--- config.mk ---
export PLATFORM = sky130hd
export DESIGN_NAME = tcsbt_top
export DESIGN_NICKNAME = d
export VERILOG_FILES = /design/src/include/tcsbt_pkg.sv /design/src/hw/tcsbt_frame_gen.sv /design/src/hw/tcsbt_sync3.sv /design/src/hw/tcsbt_top.sv
export SDC_FILE = /design/constraint.sdc
export NUM_CORES = 1
export LEC_CHECK = 0
export BUFFER_PORTS_ARGS = -buffer_cell sky130_fd_sc_hd__buf_4
export CAP_MARGIN = 20
export CORE_UTILIZATION = 50
export CTS_BUF_LIST = sky130_fd_sc_hd__clkbuf_4
export CTS_CLUSTER_SIZE = 28
export DETAILED_ROUTE_END_ITERATION = 7
export GPL_TIMING_DRIVEN = 0
export PLACE_DENSITY = 0.73
export SLEW_MARGIN = 0
export SYNTH_ARGS = -nofsm -noshare
export SYNTH_HDL_FRONTEND = slang
export SYNTH_SLANG_ARGS = --single-unit
--- constraint.sdc ---
create_clock -name i_clk -period 2.76 [get_ports i_clk]
set_input_delay 0.414 -clock i_clk [delete_from_list [all_inputs] [get_ports i_clk]]
set_output_delay 0.414 -clock i_clk [all_outputs]
set_load 0.1 [all_outputs]
--- src/include/tcsbt_pkg.sv ---
// Constants shared by the clock selection and backplane timing design
package tcsbt_pkg;
    // Port count and per-port configuration register map
    localparam int NUM_PORTS = 8;
    localparam logic [15:0] CFG_BASE = 16'h5200;
    localparam logic [15:0] CFG_STRIDE = 16'h0010;
    localparam logic [15:0] CFG_SPAN = 16'h0080;
    localparam logic [15:0] CFG_RESET = 16'h0003;
    localparam logic [15:0] CFG_WRITE_MASK = 16'h000f;
    // Field positions inside the configuration register
    localparam int SEL_LSB = 0;
    localparam int MODE_LSB = 2;
    localparam int LOSS_BIT = 4;
    localparam int SUBST_BIT = 5;
    // Output clock source codes
    localparam logic [1:0] SEL_INPUT = 2'h0;
    localparam logic [1:0] SEL_RECOVERED = 2'h1;
    localparam logic [1:0] SEL_COMMON = 2'h2;
    localparam logic [1:0] SEL_SYS_DIV2 = 2'h3;
    // Reference modes of the per-port internal PLL
    localparam logic [1:0] MODE_LINE = 2'h0;
    localparam logic [1:0] MODE_NETWORK = 2'h1;
    localparam logic [1:0] MODE_STAMP = 2'h2;
    localparam logic [1:0] MODE_ADAPTIVE = 2'h3;
    // Last count of a frame in backplane bit clocks at one and two times the data rate
    localparam logic [9:0] FRAME_LAST_1X = 10'h0ff;
    localparam logic [9:0] FRAME_LAST_2X = 10'h1ff;
    // Reset values of the frame pulse generator
    localparam logic [9:0] FRAME_COUNT_RESET = 10'h000;
    // Frame pulse formats
    localparam logic FORMAT_LOW_END = 1'b0;
    localparam logic FORMAT_HIGH_START = 1'b1;
endpackage

--- src/hw/tcsbt_frame_gen.sv ---
// Backplane frame pulse divider and shaper for the master role
`timescale 1ns/100ps
module tcsbt_frame_gen (
    input wire logic i_clk,
    input wire logic i_reset_n,
    input wire logic i_enable,
    input wire logic i_bit_clock,
    input wire logic i_double_rate,
    input wire logic i_format,
    output logic o_frame_pulse
);
    typedef struct packed {
        logic clk_prev;
        logic [9:0] count;
        logic pulse;
    } tcsbt_frame_t;

    tcsbt_frame_t st_reg;
    tcsbt_frame_t st_next;
    logic [9:0] last;

    // Count bit clock rising edges, one frame per wrap
    always_comb
    begin
        st_next = st_reg;
        last = i_double_rate ? tcsbt_pkg::FRAME_LAST_2X : tcsbt_pkg::FRAME_LAST_1X;
        st_next.clk_prev = i_bit_clock;
        if (!i_enable)
        begin
            st_next.count = tcsbt_pkg::FRAME_COUNT_RESET;
            st_next.pulse = (i_format == tcsbt_pkg::FORMAT_LOW_END);
        end
        else
        begin
            if (i_bit_clock && !st_reg.clk_prev)
                st_next.count = (st_reg.count == last) ? 10'h000 : st_reg.count + 10'h001;
            // Low-going pulse in the last bit, or high pulse in the first
            if (i_format == tcsbt_pkg::FORMAT_LOW_END)
                st_next.pulse = (st_next.count != last);
            else
                st_next.pulse = (st_next.count == 10'h000);
        end
    end

    always_ff @(posedge i_clk or negedge i_reset_n)
    begin
        if (!i_reset_n)
        begin
            st_reg <= '0;
            st_reg.pulse <= 1'b1;
        end
        else
            st_reg <= st_next;
    end

    assign o_frame_pulse = st_reg.pulse;
endmodule

--- src/hw/tcsbt_sync3.sv ---
// Three-stage synchroniser for pin inputs with agreement filter
`timescale 1ns/100ps
module tcsbt_sync3 #(
    parameter int W = 1
) (
    input wire logic i_clk,
    input wire logic i_reset_n,
    input wire logic [W-1:0] i_async,
    output logic [W-1:0] o_sync
);
    typedef struct packed {
        logic [W-1:0] s1;
        logic [W-1:0] s2;
        logic [W-1:0] s3;
        logic [W-1:0] q;
    } tcsbt_sync_t;

    tcsbt_sync_t st_reg;
    tcsbt_sync_t st_next;
    logic [W-1:0] agree;

    // A bit changes only once stages two and three agree
    always_comb
    begin
        st_next = st_reg;
        agree = ~(st_reg.s2 ^ st_reg.s3);
        st_next.s1 = i_async;
        st_next.s2 = st_reg.s1;
        st_next.s3 = st_reg.s2;
        st_next.q = (st_reg.s3 & agree) | (st_reg.q & ~agree);
    end

    always_ff @(posedge i_clk or negedge i_reset_n)
    begin
        if (!i_reset_n)
            st_reg <= '0;
        else
            st_reg <= st_next;
    end

    assign o_sync = st_reg.q;
endmodule

--- src/hw/tcsbt_top.sv ---
// Per-port output clock muxes, reference selection and backplane timing
`timescale 1ns/100ps
// What this block does
// - Four output clock sources per port
// - Reset selects system clock divided by two
// - Select field at base plus sixteen per port
// - Loss swaps input clock for recovered clock
// - Loss puts port PLL into holdover
// - PLL reference mode chosen by software
// - Recovered clock feeds own port mux
// - Network mode references divided 8 kHz clock
// - One shared bidirectional backplane clock, pulse
// - Slave routes incoming backplane clock inward
// - Slave passes frame pulse unchanged
// - Master drives clock and pulse everywhere
// - Master frame pulse divides backplane clock
// - Frame pulse shaped to chosen format
// - External reference takes pin clock
// - Internal reference takes primary reference
// - Sixteen sources for each reference
// - Reference loss follows selected port loss
// - Loss forces primary to recovered clock
// - Secondary selection never overridden
// - Backplane clock at one or two times
module tcsbt_top (
    input wire logic i_clk,
    input wire logic i_reset_n,
    // Register port
    input wire logic [15:0] i_cpu_addr,
    input wire logic [15:0] i_cpu_wdata,
    input wire logic i_cpu_write,
    input wire logic i_cpu_read,
    output logic [15:0] o_cpu_rdata,
    // Per-port clocks and loss indications
    input wire logic [7:0] i_port_input_clock,
    input wire logic [7:0] i_port_recovered_clock,
    input wire logic [7:0] i_signal_loss,
    input wire logic i_network_ref_8k,
    input wire logic i_ext_pll_clock,
    // Device-wide configuration levels
    input wire logic i_backplane_mode,
    input wire logic i_backplane_master,
    input wire logic i_backplane_double_rate,
    input wire logic i_frame_format,
    input wire logic i_common_external,
    input wire logic [3:0] i_primary_select,
    input wire logic [3:0] i_secondary_select,
    // Backplane pins, split into in, out and enable
    input wire logic i_backplane_bit_clock,
    output logic o_backplane_bit_clock,
    output logic o_backplane_bit_clock_oe,
    input wire logic i_backplane_frame_pulse,
    output logic o_backplane_frame_pulse,
    output logic o_backplane_frame_pulse_oe,
    // Towards the TDM interface and the PLLs
    output logic [7:0] o_port_output_clock,
    output logic [7:0] o_pll_holdover,
    output logic [7:0] o_pll_reference,
    output logic [15:0] o_pll_ref_mode,
    output logic o_tdm_bit_clock,
    output logic o_tdm_frame_pulse,
    output logic o_common_clock,
    output logic o_primary_reference,
    output logic o_secondary_reference,
    output logic o_primary_reference_loss,
    output logic o_secondary_reference_loss
);
    typedef struct packed {
        logic [7:0][15:0] cfg;
        logic [7:0] out_clk;
        logic [7:0] subst;
        logic [7:0] holdover;
        logic [7:0] pll_ref;
        logic [15:0] rdata;
        logic div2;
        logic primary_reference;
        logic secondary_reference;
        logic primary_reference_loss;
        logic secondary_reference_loss;
        logic common_clk;
        logic common_prev;
        logic bp_gen;
        logic bp_gen_d;
        logic bp_clk_out;
        logic bp_clk_oe;
        logic bp_fp_out;
        logic bp_fp_oe;
        logic tdm_clk;
        logic tdm_fp;
    } tcsbt_state_t;

    tcsbt_state_t st_reg;
    tcsbt_state_t st_next;
    logic [10:0] sync_out;
    logic [7:0] in_clk;
    logic ext_clk;
    logic bp_clk_in;
    logic bp_fp_in;
    logic fp_gen;
    logic master_on;

    // True for an aligned per-port register address
    function automatic logic is_cfg_addr(input logic [15:0] addr);
        logic [15:0] off;
        off = addr - tcsbt_pkg::CFG_BASE;
        return (addr >= tcsbt_pkg::CFG_BASE) && (off < tcsbt_pkg::CFG_SPAN) && (off[3:0] == 4'h0);
    endfunction

    // Port number of a per-port register address
    function automatic logic [2:0] cfg_index(input logic [15:0] addr);
        logic [15:0] off;
        off = addr - tcsbt_pkg::CFG_BASE;
        return off[6:4];
    endfunction

    // One bit of an eight-port vector
    function automatic logic port_bit(input logic [7:0] vec, input logic [2:0] idx);
        return vec[idx];
    endfunction

    // Pins pass four flops (three stages and the filter); recovered clocks are on our clock
    tcsbt_sync3 #(
        .W(11)
    ) u_sync (
        .i_clk(i_clk),
        .i_reset_n(i_reset_n),
        .i_async({i_ext_pll_clock, i_backplane_bit_clock, i_backplane_frame_pulse, i_port_input_clock}),
        .o_sync(sync_out)
    );

    assign in_clk = sync_out[7:0];
    assign bp_fp_in = sync_out[8];
    assign bp_clk_in = sync_out[9];
    assign ext_clk = sync_out[10];
    assign master_on = i_backplane_mode && i_backplane_master;

    // Frame pulse divided from the generated backplane clock
    tcsbt_frame_gen u_frame (
        .i_clk(i_clk),
        .i_reset_n(i_reset_n),
        .i_enable(master_on),
        .i_bit_clock(st_reg.bp_gen),
        .i_double_rate(i_backplane_double_rate),
        .i_format(i_frame_format),
        .o_frame_pulse(fp_gen)
    );

    // Next state of every register in the block
    always_comb
    begin
        logic [1:0] sel;
        logic [1:0] mode;
        logic [2:0] pidx;
        logic [2:0] sidx;
        logic pri_pll;
        logic common_now;
        st_next = st_reg;
        sel = 2'h0;
        mode = 2'h0;
        pidx = i_primary_select[2:0];
        sidx = i_secondary_select[2:0];
        pri_pll = 1'b0;
        common_now = 1'b0;

        // Free-running system clock divided by two
        st_next.div2 = ~st_reg.div2;

        // Register writes; only the defined fields are kept
        if (i_cpu_write && is_cfg_addr(i_cpu_addr))
            st_next.cfg[cfg_index(i_cpu_addr)] = i_cpu_wdata & tcsbt_pkg::CFG_WRITE_MASK;

        // Reads show fields plus live loss and substitution state
        if (i_cpu_read)
        begin
            if (is_cfg_addr(i_cpu_addr))
            begin
                st_next.rdata = st_reg.cfg[cfg_index(i_cpu_addr)];
                st_next.rdata[tcsbt_pkg::LOSS_BIT] = port_bit(i_signal_loss, cfg_index(i_cpu_addr));
                st_next.rdata[tcsbt_pkg::SUBST_BIT] = port_bit(st_reg.subst, cfg_index(i_cpu_addr));
            end
            else
                st_next.rdata = 16'h0000;
        end

        // Primary reference: loss on the chosen port forces its PLL clock
        pri_pll = i_primary_select[3] || port_bit(i_signal_loss, pidx);
        st_next.primary_reference = pri_pll ? port_bit(i_port_recovered_clock, pidx) : port_bit(in_clk, pidx);
        st_next.primary_reference_loss = port_bit(i_signal_loss, pidx);

        // Secondary reference keeps the software choice under loss
        st_next.secondary_reference = i_secondary_select[3] ? port_bit(i_port_recovered_clock, sidx)
                                                : port_bit(in_clk, sidx);
        st_next.secondary_reference_loss = port_bit(i_signal_loss, sidx);

        // Common line-rate clock from the pin or the primary reference
        common_now = i_common_external ? ext_clk : st_next.primary_reference;
        st_next.common_clk = common_now;

        // Per-port output clock muxes and PLL reference steering
        for (int p = 0; p < tcsbt_pkg::NUM_PORTS; p++)
        begin
            sel = st_reg.cfg[p][tcsbt_pkg::SEL_LSB +: 2];
            mode = st_reg.cfg[p][tcsbt_pkg::MODE_LSB +: 2];
            // Substitution lasts only while loss is present
            st_next.subst[p] = (sel == tcsbt_pkg::SEL_INPUT) && i_signal_loss[p];
            case (sel)
                tcsbt_pkg::SEL_INPUT:
                    st_next.out_clk[p] = i_signal_loss[p] ? i_port_recovered_clock[p] : in_clk[p];
                tcsbt_pkg::SEL_RECOVERED:
                    st_next.out_clk[p] = i_port_recovered_clock[p];
                tcsbt_pkg::SEL_COMMON:
                    st_next.out_clk[p] = common_now;
                default:
                    st_next.out_clk[p] = st_reg.div2;
            endcase
            // Holdover keeps the recovered clock valid through a loss
            st_next.holdover[p] = i_signal_loss[p];
            // Stamp and adaptive references come from their own logic
            case (mode)
                tcsbt_pkg::MODE_LINE:
                    st_next.pll_ref[p] = in_clk[p];
                tcsbt_pkg::MODE_NETWORK:
                    st_next.pll_ref[p] = i_network_ref_8k;
                default:
                    st_next.pll_ref[p] = 1'b0;
            endcase
        end

        // Backplane clock generation from the common clock
        st_next.common_prev = common_now;
        if (master_on)
        begin
            if (i_backplane_double_rate)
                st_next.bp_gen = common_now;
            else if (common_now && !st_reg.common_prev)
                st_next.bp_gen = ~st_reg.bp_gen;
        end
        else
            st_next.bp_gen = 1'b0;
        // Delay matches the one-cycle lag of the frame generator
        st_next.bp_gen_d = st_reg.bp_gen;

        // Backplane roles: master drives, slave listens
        if (master_on)
        begin
            st_next.bp_clk_out = st_reg.bp_gen_d;
            st_next.bp_clk_oe = 1'b1;
            st_next.bp_fp_out = fp_gen;
            st_next.bp_fp_oe = 1'b1;
            st_next.tdm_clk = st_reg.bp_gen_d;
            st_next.tdm_fp = fp_gen;
        end
        else if (i_backplane_mode)
        begin
            st_next.bp_clk_out = 1'b0;
            st_next.bp_clk_oe = 1'b0;
            st_next.bp_fp_out = 1'b0;
            st_next.bp_fp_oe = 1'b0;
            st_next.tdm_clk = bp_clk_in;
            st_next.tdm_fp = bp_fp_in;
        end
        else
        begin
            st_next.bp_clk_out = 1'b0;
            st_next.bp_clk_oe = 1'b0;
            st_next.bp_fp_out = 1'b0;
            st_next.bp_fp_oe = 1'b0;
            st_next.tdm_clk = 1'b0;
            st_next.tdm_fp = 1'b0;
        end
    end

    // State register; every port starts on the divided system clock
    always_ff @(posedge i_clk or negedge i_reset_n)
    begin
        if (!i_reset_n)
        begin
            st_reg <= '0;
            st_reg.cfg <= {8{tcsbt_pkg::CFG_RESET}};
        end
        else
            st_reg <= st_next;
    end

    // Outputs straight from the state register
    assign o_cpu_rdata = st_reg.rdata;
    assign o_port_output_clock = st_reg.out_clk;
    assign o_pll_holdover = st_reg.holdover;
    assign o_pll_reference = st_reg.pll_ref;
    assign o_tdm_bit_clock = st_reg.tdm_clk;
    assign o_tdm_frame_pulse = st_reg.tdm_fp;
    assign o_common_clock = st_reg.common_clk;
    assign o_primary_reference = st_reg.primary_reference;
    assign o_secondary_reference = st_reg.secondary_reference;
    assign o_primary_reference_loss = st_reg.primary_reference_loss;
    assign o_secondary_reference_loss = st_reg.secondary_reference_loss;
    assign o_backplane_bit_clock = st_reg.bp_clk_out;
    assign o_backplane_bit_clock_oe = st_reg.bp_clk_oe;
    assign o_backplane_frame_pulse = st_reg.bp_fp_out;
    assign o_backplane_frame_pulse_oe = st_reg.bp_fp_oe;

    // PLL mode fields of all ports, two bits each
    always_comb
    begin
        for (int p = 0; p < tcsbt_pkg::NUM_PORTS; p++)
            o_pll_ref_mode[2*p +: 2] = st_reg.cfg[p][tcsbt_pkg::MODE_LSB +: 2];
    end
endmodule

---- After elaboration in Yosys (flattened, before gate mapping) ----
Index checks and enable logic that the tools add are counted.
storage, ports and cells
  bits in registers ....................... 245
  latch bits .............................. 0
  memory bits (writable) .................. 0
  bits in read-only memories .............. 0
  input port bits ......................... 77
  output and inout bits ................... 67
  logic and storage cells ................. 173
  memories ................................ 0
cells by class
  $add $sub $neg .......................... 2
  multiply operators ...................... 0
  div/mod/pow operators ................... 0
  order comparisons ....................... 6
  eq/ne operators ......................... 27
  shift operators ......................... 0
  mux-type cells .......................... 60
  bitwise operators ....................... 9
  reductions and logical operators ........ 36
operator list
  kind                      count
  $bwmux W128               1
  $bmux W16 S3              1
  $demux W16 S3             1
  $mux W16                  3
  $eq A2 B1 Y1 const B      16
  $logic_not A2 Y1          16
  $mux W10                  3
  $bmux W1 S3               8
  $pmux W1 S3               8
  $mux W1                   23
  $and A11 B11 Y11          2
  $not A11 Y11              2
  $eq A2 B2 Y1 const B      8
  $ge A16 B15 Y1 const B    1
  $lt A16 B8 Y1 const B     1
  $pmux W1 S2               8
  $sub A16 B15 Y16 const B  1
  $logic_and A1 B1 Y1       15
  $lt A3 B4 Y1 const B      3
  $mux W11                  1
  $or A11 B11 Y11           1
  $xor A11 B11 Y11          1
  $add A10 B1 Y10 const B   1
  $eq A10 B10 Y1            1
  other kinds (11)          14

---- Depth between registers and ports, before layout ----
Gate-level depths: netlist (run 1).
  word-level depth ........................ 9
  gate-level depth with buffers ........... 8
  mapped depth without buffers ............ 7

---- Hierarchy ----
Synthesis (run 1) repeated with hierarchy kept, for this count alone.
second synthesis, totals
  cell total of the unflattened synthesis .. 569
  area, all modules ....................... 6,765.2 µm²
by module, submodules not included
  module           times used  cells each  area an instance (µm²)  sequential area each (µm²)
  tcsbt_top        1           414         4,684.5                 2,097.0
  tcsbt_sync3      1           66          1,307.5                 1,101.1
  tcsbt_frame_gen  1           89          773.2                   301.5

---- Worst setup path after synthesis (run 1) ----
OpenSTA, ideal clock, no wires.
  path type ............................... input -> register
  start point ............................. input i_cpu_addr[1]
  end point ............................... register st_reg (netlist bit o_pll_ref_mode[14])
  setup time .............................. 128 ps
  arrival ................................. 1,950 ps
  data required time ...................... 2,632 ps
  slack ................................... 682 ps
  stages on the path ...................... 6
  buffers on the path ..................... 1
  path through ............................ or4_4 nor3_4 and2_1 buf_4 nand4_4 mux2_1
between the ends
  word-level cells in the longest chain between the ends .. 6
  elaborated cells on any way between the ends .. 13
  those cells by class .................... 1 x add/sub; 4 x order compare; 3 x mux; 5 x reduce/logical
ends and longest elaborated chain
  what                                                                RTL line          source
  from (decl)                                                         tcsbt_top.sv:29   input wire logic [15:0] i_cpu_addr,
  $sub A16 B15 Y16                                                    tcsbt_top.sv:112  off = addr - tcsbt_pkg::CFG_BASE;
  $lt A3 B4 Y1 (implied by the code) or $ge A3 B1 Y1 (tied branches)  tcsbt_top.sv:170  st_next.cfg[cfg_index(i_cpu_addr)] = i_cpu_wdata & tcsbt_pkg::CFG_WRITE_MASK;
  $logic_and A1 B1 Y1 (implied by the code)                           tcsbt_top.sv:170
  $mux W16 (implied by the code)                                      tcsbt_top.sv:170
  $demux W16 S3                                                       tcsbt_top.sv:170
  $bwmux W128                                                         tcsbt_top.sv:170
  to (signal assigned)                                                tcsbt_top.sv:282  st_reg <= st_next;
  to (decl)                                                           tcsbt_top.sv:92   tcsbt_state_t st_reg;
Several ways; a longest one is shown, not always the timed one.
A chain may end at the register's enable or synchronous reset.

==> results.ini, run 1 <==
[critical_path]
path_cells = ha_1, and4b_1, buf_2, nand4_2, or3_1, a2111oi_0, a2bb2oi_1
path_max_fanout = 9
startpoint_type = flop
worst-endpoint-required_ps = 3210
critical_path_arrival_ps = 2880
crit_slowest_cell = dfrtp_1
cpPeakStageDelay_ps = 470
crit_path_end_kind = flop
setup.worst_path.class = flop to flop

[grt]
use_met3_pct = 5.96
grt-ovfl-total = 0
grt_busiest_layer = met2
grt_first_pass_wirelength_mm = 23.3
grt_pass1_vias = 4442
grt_use_total_pct = 23.6
use_met1_pct = 33.5
antenna_found_initial = 0
grt_max_degree = 84
met2_usage_pct = 35.3

[timing]
max_freq_mhz = 412
setup_ws_ps = 335
finalHoldViolations = 0
min_period_ps = 2420
finalSetupViolCount = 0
tightest_slew_ps = 520
fin_crit_sh_pct = 87.9
final.setup.tns_ps = 0
rsz0062_at_grt = false
fin_worst_skew_ps = 16.8
final_max_slew_viol_count = 0
slew_headroom_pct = 65.4

[pwr]
pwr_density_cell_nw_per_um2 = 551
peakVddDrop_v = 0.000277
power.total_mw = 4.38
leakagePower_nw = 3.76

[floorplan]
io-pin-count = 144
die_area_um2 = 13300
rows = 40
core-area_um2 = 12300
die_h_um = 115
initial_core_util_pct = 52.2
die_w_um = 115

[placement]
portBuffers = 114
place_worst_setup_slack_ps = 299
gp_congestion = 0.897
place_inst = 816
dp_hpwl_mm = 10.7

[synthesis]
synth_largest_area_cell = dfrtp_1
synth_seq_cells = 138
synth_ff_type = dfrtp_1
avgSynthCellArea_um2 = 12.2
async_reset_ff_share_pct = 100
synth-edff-count = 0
synthTopCellsByCount = dfrtp_1 (121), buf_4 (60), nor2_1 (43)
ys_seq_area_share_pct = 54.3
synth_top_area_share_pct = 47.3
yosysWarningCount = 0
yosys.cell_count.top_type = dfrtp_1
netlist_area_um2 = 6400
syn_inst = 524
synth.distinct_cells = 60
synth_area_leaders = dfrtp_1 (47%), buf_4 (7.0%), dfstp_2 (7.0%), mux2_1 (5.5%), mux4_2 (3.9%)

[detailed_routing]
drt_wl_total_mm = 14.8
first_pass_iters = 5
postRouteAntennaNets = 0
dr_total_vias = 4613
vias_per_cell = 5.35
drcViolationCount = 0
post_drt_wl_per_cell_um = 17.1
drtIter0Drc = 340

[clock_network]
clock_latency_ps = 540
root_buffer = clkbuf_4
cts_inserted_buffers = 17
cts_sinks = 138
clk_pin_slew_ps = 120
cts_tree = yes
h-tree-depth = 4
cts_setup_buffers = 0
clockBufferDepth = 2

[min_path]
hp-class = input pin to flop

[layout]
final_core_util_pct = 64.9
syn_to_final_growth_pct = 24.3
num_antenna_cells = 0
fillers = 990
drive_above_1_share_pct = 36.5
final_cells = 863
largest_reg_flops = 26
nets = 761

[flow_run]
drv_cap = 0

[outcome]
status = completed

[worst paths after layout]
check,startpoint,end,slack (ps),cells after the start
worst max-delay path,u_frame.st_reg[1],u_frame.o_frame_pulse,340,7
worst min-delay path,i_signal_loss[1],o_pll_holdover[1],50,1
worst max register to register,u_frame.st_reg[1],u_frame.o_frame_pulse,340,7
worst min register to register,u_sync.st_next[28],u_sync.st_next[17],350,0
max in group asynchronous,i_reset_n,st_reg[79],1560,3
min in group asynchronous,i_reset_n,u_frame.st_reg[9],400,2
[worst max-delay path, delay by kind of cell, from the launching register on]
family          cells  cell delay, ps
compound gates      2             660
fa+ha+maj           1             200
simple gates        3             820
buf+inv             1             190
flops               1             470
[cell usage in the layout (no fill, tap or decap), types with 11 or more instances in the layout]
master and count:
dfstp_2 17, a21oi_1 14, dfrtp_1 121, dlygate4sd3_1 15
mux4_2 11, nor3b_1 13, mux2i_1 19, buf_4 173
clkbuf_4 17, nor2_1 43, mux2_1 31, nand2_1 20
o22ai_1 15, maj3_1 11
[per-layer routing]
| layer | vias to the layer above | part of all wire, % |
|---|---|---|
| met3 | 28 | 6.9 |
| met4 | 0 | 2.0 |
| met5 | - | 0 |
| li1 | 2152 | - |
| met2 | 185 | 45 |
| met1 | 2248 | 46 |
[cells by family after synthesis]
family	share of synthesized area, %
AOI/OAI and AO/OA	7.60
adders and majority gates	2.11
xor gates and xnor gates	1.64
and+or+nand+nor	12.0
other	0.0586
muxes	13.7
DFF	54.3
buffers and inverters	8.68
[metrics by stage]
stage          hold WS (ps)  area [um2]
2_1_floorplan           118        6440
3_3_place_gp            333        7500
3_5_place_dp            336        7530
4_1_cts               0.895        7940
5_1_grt               0.741        7960
6_report               48.6        7960
[report_power, final]
group	total (mW)	switching [mW]	internal, mW
logic	0.905	0.615	0.290
registers	2.18	0.0626	2.12
clock network	1.30	0.764	0.536
total	4.38	1.44	2.94
[final cells by class]
type | count | area [um2] | share of cell area, %
buffer | 76 | 518 | 6.51
clock buffer | 17 | 128 | 1.60
clock inverter | 15 | 149 | 1.87
inverter | 10 | 37.5 | 0.471
multi-input combinational | 309 | 2410 | 30.2
sequential | 138 | 3470 | 43.6
tap | 168 | 210 | 2.64
timing repair buffer | 130 | 1040 | 13.0
[repair_timing]
item | CTS | global route
resized for setup | 0 | 0
hold buffers | 13 | 2
hold endpoints to repair | 60 | 2
Note: power is estimated with default switching activity, not from simulation.
==> run 2, diff against run 1 <==
--- a/config.mk
+++ b/config.mk
@@ -7,12 +7,13 @@
 export LEC_CHECK = 0
 export BUFFER_PORTS_ARGS = -buffer_cell sky130_fd_sc_hd__buf_4
 export CAP_MARGIN = 20
+export CORE_MARGIN = 4
 export CORE_UTILIZATION = 50
 export CTS_BUF_LIST = sky130_fd_sc_hd__clkbuf_4
 export CTS_CLUSTER_SIZE = 28
 export DETAILED_ROUTE_END_ITERATION = 7
 export GPL_TIMING_DRIVEN = 0
-export PLACE_DENSITY = 0.73
+export PLACE_DENSITY = 0.72
 export SLEW_MARGIN = 0
 export SYNTH_ARGS = -nofsm -noshare
 export SYNTH_HDL_FRONTEND = slang
==> results.ini, run 2 (synthesis results as in run 1) <==
[min_path]
hp-class = input pin to flop  ; unchanged
hold_end = o_pll_holdover[3]  ; was o_pll_holdover[1]
whs_path_depth = 1  ; unchanged
holdCritStartpoint = i_signal_loss[3]  ; was i_signal_loss[1]

[pwr]
peakVddDrop_v = 0.000424  ; was 0.000277 V
leakagePower_nw = 3.78  ; was 3.76 nW
pwr_density_cell_nw_per_um2 = 561  ; was 551 nW/um2

[floorplan]
die_w_um = 121  ; was 115 um
core-area_um2 = 12600  ; was 12300 um2
initial_core_util_pct = 51.0  ; was 52.2%
die_area_um2 = 14700  ; was 13300 um2
rows = 41  ; was 40
die_h_um = 121  ; was 115 um
io-pin-count = 144  ; unchanged

[timing]
rsz0062_at_grt = false  ; unchanged
finalSetupViolCount = 0  ; unchanged
final_max_slew_viol_count = 0  ; unchanged
fin_worst_skew_ps = 20.6  ; was 16.8 ps
min_period_ps = 2430  ; was 2420 ps
finalHoldViolations = 0  ; unchanged
final.setup.tns_ps = 0  ; unchanged
max_freq_mhz = 411  ; was 412 MHz
fin_crit_sh_pct = 88.2  ; was 87.9%

[placement]
dp_hpwl_mm = 11.2  ; was 10.7 mm
gp_congestion = 0.862  ; was 0.897
dpl_cell_area_um2 = 7540  ; was 7530 um2
portBuffers = 114  ; unchanged
place_inst = 820  ; was 816

[critical_path]
timing.rr.start = u_frame.st_reg[1]  ; unchanged
crit_path_end_kind = flop  ; unchanged
cpPeakStageDelay_ps = 470  ; about the same
critical_path.top_delay_family = simple AND/OR/NAND/NOR gates  ; unchanged
path_max_fanout = 9  ; unchanged
crit_slowest_cell = dfrtp_1  ; unchanged
path_buf_inv = 1  ; unchanged
reg2reg_depth = 7  ; unchanged
worst-endpoint-required_ps = 3230  ; was 3210 ps
critical_path_arrival_ps = 2910  ; was 2880 ps
reg2reg_setup_slack_ps = 330  ; was 340 ps
startpoint_type = flop  ; unchanged
r2r-end = u_frame.o_frame_pulse  ; unchanged
setup.worst_path.class = flop to flop  ; unchanged
path_cells = ha_1, and4b_1, buf_2, nand4_2, or3_1, a2111oi_0, a2bb2oi_1  ; unchanged

[detailed_routing]
vias_per_cell = 5.32  ; was 5.35
postRouteAntennaNets = 0  ; unchanged
first_pass_iters = 7  ; was 5
drt_wl_total_mm = 15.4  ; was 14.8 mm
dr_total_vias = 4616  ; was 4613
drtIter0Drc = 271  ; was 340
post_drt_wl_per_cell_um = 17.8  ; was 17.1 um
drcViolationCount = 0  ; unchanged

[outcome]
status = completed  ; unchanged

[layout]
layout_commonest_cell = buf_4  ; unchanged
stdcell_area_um2 = 8010  ; was 7960 um2
mostFrequentLayoutCells = buf_4 (173), dfrtp_1 (121), nor2_1 (43)  ; unchanged
num_antenna_cells = 0  ; unchanged
drive_above_1_share_pct = 36.8  ; was 36.5%
nets = 762  ; was 761
final_cells = 868  ; was 863
largest_reg_flops = 26  ; unchanged
syn_to_final_growth_pct = 25.1  ; was 24.3%

[grt]
grt_max_degree = 87  ; was 84
grt-ovfl-total = 0  ; unchanged
grt_pass1_vias = 4685  ; was 4442
grt_use_total_pct = 22.0  ; was 23.6%
antenna_found_initial = 0  ; unchanged
grt_first_pass_wirelength_mm = 24.5  ; was 23.3 mm

[clock_network]
clockBufferDepth = 2  ; unchanged
cts_resized = 0  ; unchanged
cts_sinks = 138  ; unchanged
cts_inserted_buffers = 17  ; unchanged
h-tree-depth = 4  ; unchanged
root_buffer = clkbuf_4  ; unchanged
clk_pin_slew_ps = 120  ; about the same
clock_latency_ps = 550  ; was 540 ps
cts_setup_buffers = 0  ; unchanged
cts_tree = yes  ; unchanged

[flow_run]
drv_cap = 0  ; unchanged

run 2: changes by cell type in the layout (fill, tap and decap cells not counted):
cell           previous run  this run
clkinv_4                  2         1
dlygate4sd3_1            15        16
clkinv_2                  3         1
clkinvlp_4                3         5
bufinv_16                 2         3
clkbuf_4                 17        19
clkinv_1                  3         1
run 2: through the flow:
stage	total power, mW	hold WS (ps)	utilization, %	setup slack, ps
2_1_floorplan	2.83	118	-	682
3_3_place_gp	3.09	331	59.7	353
3_5_place_dp	3.11	336	60.0	302
4_1_cts	4.54	2.12	63.7	385
5_1_grt	4.68	7.89	63.7	93.5
6_report	4.49	50.0	63.7	326
run 2: worst max-delay path by stage:
stage | cells after the start | endpoint | slack (ps) | start
after global routing | 7 | u_frame.o_frame_pulse | 90 | u_frame.st_reg[1]
after floorplan | 6 | o_pll_ref_mode[14] | 680 | i_cpu_addr[1]
final | 7 | u_frame.o_frame_pulse | 330 | u_frame.st_reg[1]
after CTS | 7 | u_frame.o_frame_pulse | 390 | u_frame.st_reg[1]
after detailed placement | 7 | o_pll_ref_mode[7] | 300 | i_cpu_addr[1]
after global placement | 7 | o_pll_ref_mode[7] | 350 | i_cpu_addr[1]
run 2: area by class of cell:
| type | instances | area, um2 |
|---|---|---|
| fill | 1014 | 4560 |
| sequential | 138 | 3470 |
| multi-input combinational | 309 | 2410 |
| timing repair buffer | 131 | 1050 |
| buffer | 76 | 518 |
| tap | 172 | 215 |
| clock inverter | 13 | 168 |
| clock buffer | 19 | 143 |
| inverter | 10 | 37.5 |
run 2: repair_timing:
action                                  4_1_cts  5_1_grt
endpoints found under the hold margin        57        0
endpoints found under the setup margin        0        0
hold buffers                                 16        0
run 2: power by group:
| part | leakage (nW) | total, mW | switching [mW] | internal, mW |
|---|---|---|---|---|
| Sequential | 1.67 | 2.18 | 0.0649 | 2.12 |
| Combinational | 1.95 | 0.908 | 0.617 | 0.291 |
| Clock | 0.152 | 1.40 | 0.747 | 0.654 |
| Total | 3.78 | 4.49 | 1.43 | 3.06 |
run 2: metal layers:
layer / part of all wire [%] / up-vias / GRT usage [%]
li1: - / 2151 / -
met1: 44 / 2243 / 30.6
met2: 46 / 194 / 33.6
met3: 7.3 / 28 / 4.62
met4: 2.3 / 0 / 9.31
met5: 0 / - / 0
==> run 3, diff against run 2 <==
--- a/config.mk
+++ b/config.mk
@@ -13,8 +13,9 @@
 export CTS_CLUSTER_SIZE = 28
 export DETAILED_ROUTE_END_ITERATION = 7
 export GPL_TIMING_DRIVEN = 0
-export PLACE_DENSITY = 0.72
+export PLACE_DENSITY = 0.71
 export SLEW_MARGIN = 0
 export SYNTH_ARGS = -nofsm -noshare
 export SYNTH_HDL_FRONTEND = slang
+export SYNTH_HIERARCHICAL = 1
 export SYNTH_SLANG_ARGS = --single-unit
==> results.ini, run 3 <==
[synthesis]
synth_area_leaders = dfrtp_1 (45%), buf_4 (7.7%), dfstp_2 (6.6%), mux2_2 (5.7%), mux2i_1 (3.8%)  ; was dfrtp_1 (47%), buf_4 (7.0%), dfstp_2 (7.0%), mux2_1 (5.5%), mux4_2 (3.9%)
synth_seq_cells = 139  ; was 138
synth.distinct_cells = 55  ; was 60
async_reset_ff_share_pct = 100  ; unchanged
avgSynthCellArea_um2 = 11.9  ; was 12.2 um2
ys_seq_area_share_pct = 51.7  ; was 54.3%
synth_largest_area_cell = dfrtp_1  ; unchanged
synthTopCellsByCount = dfrtp_1 (122), buf_4 (69), nor2_1 (38)  ; was dfrtp_1 (121), buf_4 (60), nor2_1 (43)
synth_top_area_share_pct = 45.1  ; was 47.3%
synth-edff-count = 0  ; unchanged
yosysWarningCount = 6  ; was 0
synth_ff_type = dfrtp_1  ; unchanged
syn_inst = 569  ; was 524
netlist_area_um2 = 6770  ; was 6400 um2
yosys.cell_count.top_type = dfrtp_1  ; unchanged

[critical_path]
critical_path.top_delay_family = simple AND/OR/NAND/NOR gates  ; unchanged
cpPeakStageDelay_ps = 530  ; was 470 ps
path_max_fanout = 6  ; was 9
path_buf_inv = 0  ; was 1
crit_path_end_kind = flop  ; unchanged
cp.depth = 7  ; unchanged
critical_path_arrival_ps = 2960  ; was 2910 ps
startpoint_type = flop  ; unchanged
crit_slowest_cell = nor3_1  ; was dfrtp_1
path_cells = ha_1, nand4b_1, nor3_1, mux2i_1, nand3_1, a211o_1, a22oi_2  ; was ha_1, and4b_1, buf_2, nand4_2, or3_1, a2111oi_0, a2bb2oi_1
worst-endpoint-required_ps = 3240  ; was 3230 ps
reg2reg_depth = 7  ; unchanged
setup.worst_path.class = flop to flop  ; unchanged

[clock_network]
cts_inserted_buffers = 17  ; unchanged
cts_sinks = 139  ; was 138
clk_pin_slew_ps = 120  ; about the same
cts_tree = yes  ; unchanged
h-tree-depth = 4  ; unchanged
clock_latency_ps = 560  ; was 550 ps
clockBufferDepth = 2  ; unchanged
cts_setup_buffers = 0  ; unchanged
root_buffer = clkbuf_4  ; unchanged

[pwr]
pwr-share-comb_pct = 23.6  ; was 20.2%
p_int_mw = 2.98  ; was 3.06 mW
p_seq_share_pct = 47.7  ; was 48.6%
swShare_pct = 34.8  ; was 31.8%
peakVddDrop_v = 0.000429  ; was 0.000424 V
pwr-share-clk_pct = 28.7  ; was 31.2%
pwr_density_cell_nw_per_um2 = 543  ; was 561 nW/um2
leakagePower_nw = 3.88  ; was 3.78 nW
p_sw_mw = 1.59  ; was 1.43 mW

[layout]
syn_to_final_growth_pct = 24.4  ; was 25.1%
num_antenna_cells = 0  ; unchanged
drive_above_1_share_pct = 40.9  ; was 36.8%
final_cells = 924  ; was 868
nets = 814  ; was 762
layout_commonest_cell = buf_4  ; unchanged
fillers = 1074  ; was 1014
largest_reg_flops = 27  ; was 26
mostFrequentLayoutCells = buf_4 (184), dfrtp_1 (122), nor2_1 (38)  ; was buf_4 (173), dfrtp_1 (121), nor2_1 (43)

[placement]
portBuffers = 116  ; was 114
gp_congestion = 0.878  ; was 0.862
dp_hpwl_mm = 11.9  ; was 11.2 mm
place_inst = 871  ; was 820

[detailed_routing]
drcViolationCount = 0  ; unchanged
first_pass_iters = 4  ; was 7
vias_per_cell = 5.45  ; was 5.32
dr_total_vias = 5038  ; was 4616
postRouteAntennaNets = 0  ; unchanged
drt_wl_total_mm = 16.4  ; was 15.4 mm
drtIter0Drc = 277  ; was 271
post_drt_wl_per_cell_um = 17.7  ; was 17.8 um

[floorplan]
die_area_um2 = 15500  ; was 14700 um2
die_w_um = 124  ; was 121 um
io-pin-count = 144  ; unchanged
initial_core_util_pct = 51.1  ; was 51.0%
rows = 42  ; was 41
core-area_um2 = 13200  ; was 12600 um2
die_h_um = 124  ; was 121 um

[timing]
slew_headroom_pct = 29.9
final.setup.tns_ps = 0  ; unchanged
finalSetupViolCount = 0  ; unchanged
max_freq_mhz = 403  ; was 411 MHz
final_max_slew_viol_count = 0  ; unchanged
finalHoldViolations = 0  ; unchanged
fin_worst_skew_ps = 18.6  ; was 20.6 ps
fin_crit_sh_pct = 90.0  ; was 88.2%
tightest_slew_ps = 1020
min_period_ps = 2480  ; was 2430 ps
rsz0062_at_grt = false  ; unchanged

[grt]
grt_first_pass_wirelength_mm = 26.8  ; was 24.5 mm
grt_pass1_vias = 5118  ; was 4685
grt-ovfl-total = 0  ; unchanged
grt_use_total_pct = 21.8  ; was 22.0%
grt_max_degree = 100  ; was 87
antenna_found_initial = 0  ; unchanged

[outcome]
status = completed  ; unchanged

[min_path]
whs_path_depth = 2  ; was 1
hp-class = input pin to flop  ; unchanged

[flow_run]
drv_cap = 0  ; unchanged

## run 3: changes by cell type in the layout (fill, tap and decap cells not counted), sizes merged, moves of 7 or more
cell / delta
a21o: +10
a21oi: -10
inv: +8
mux2i: +7
nor2b: +10
o21ai: +12
## run 3: final timing paths
check	start	endpoint	slack [ps]
worst max-delay path	u_frame/st_reg[1]	u_frame/o_frame_pulse	280
worst min-delay path	i_backplane_mode	o_tdm_frame_pulse	110
worst max register to register	u_frame/st_reg[1]	u_frame/o_frame_pulse	280
worst min register to register	u_sync/st_next[24]	u_sync/st_next[13]	360
max in group asynchronous	i_reset_n	u_frame/o_frame_pulse	1610
min in group asynchronous	i_reset_n	o_cpu_rdata[4]	330
## run 3: layout make-up
cell class	instances	area, um2	area share [%]
Tap cell	176	220	2.62
Multi-Input combinational cell	345	2680	31.8
Clock buffer	17	128	1.52
Sequential cell	139	3500	41.6
Timing Repair Buffer	138	1110	13.2
Clock inverter	15	158	1.87
Buffer	80	568	6.75
Inverter	14	53.8	0.639
## run 3: power groups by stage
stage / Sequential [mW] / Clock [mW] / Combinational (mW)
2_1_floorplan: 2.32 / 0 / 0.640
3_3_place_gp: 2.22 / 0 / 1.03
3_5_place_dp: 2.22 / 0 / 1.06
4_1_cts: 2.18 / 1.34 / 1.08
5_1_grt: 2.19 / 1.46 / 1.14
6_report: 2.18 / 1.31 / 1.08
## run 3: metal layers
metal  share of wire [%]  GRT usage (%)
met5                   0              0
met1                  46           30.2
met2                  46           33.4
met3                 6.5           5.96
met4                 2.0           7.16
## run 3: kinds of logic after synthesis
kind of cell	count (synthesis)	share of synthesized area (%)
flops	139	51.7
xor+xnor	12	1.55
other cells	1	0.0554
compound gates	90	9.78
fa+ha+maj	13	2.20
buf+inv	94	9.19
simple gates	149	12.3
mux	71	13.2
## run 3: timing repair
| item | CTS | global route |
|---|---|---|
| hold buffers | 18 | 3 |
| hold endpoints to repair | 57 | 3 |
| resized for setup | 0 | 0 |
## run 3: stage by stage
stage | hold WS (ps) | area [um2] | utilization, % | setup WS, ps | power (mW)
global placement | 331 | 7890 | 59.6 | 183 | 3.25
floorplan | 118 | 6800 | - | 599 | 2.96
detailed placement | 335 | 7920 | 59.8 | 43.2 | 3.27
finish | 115 | 8420 | 63.6 | 277 | 4.57
global route | 53.8 | 8420 | 63.6 | 28.8 | 4.79
CTS | 0.481 | 8390 | 63.3 | 304 | 4.60
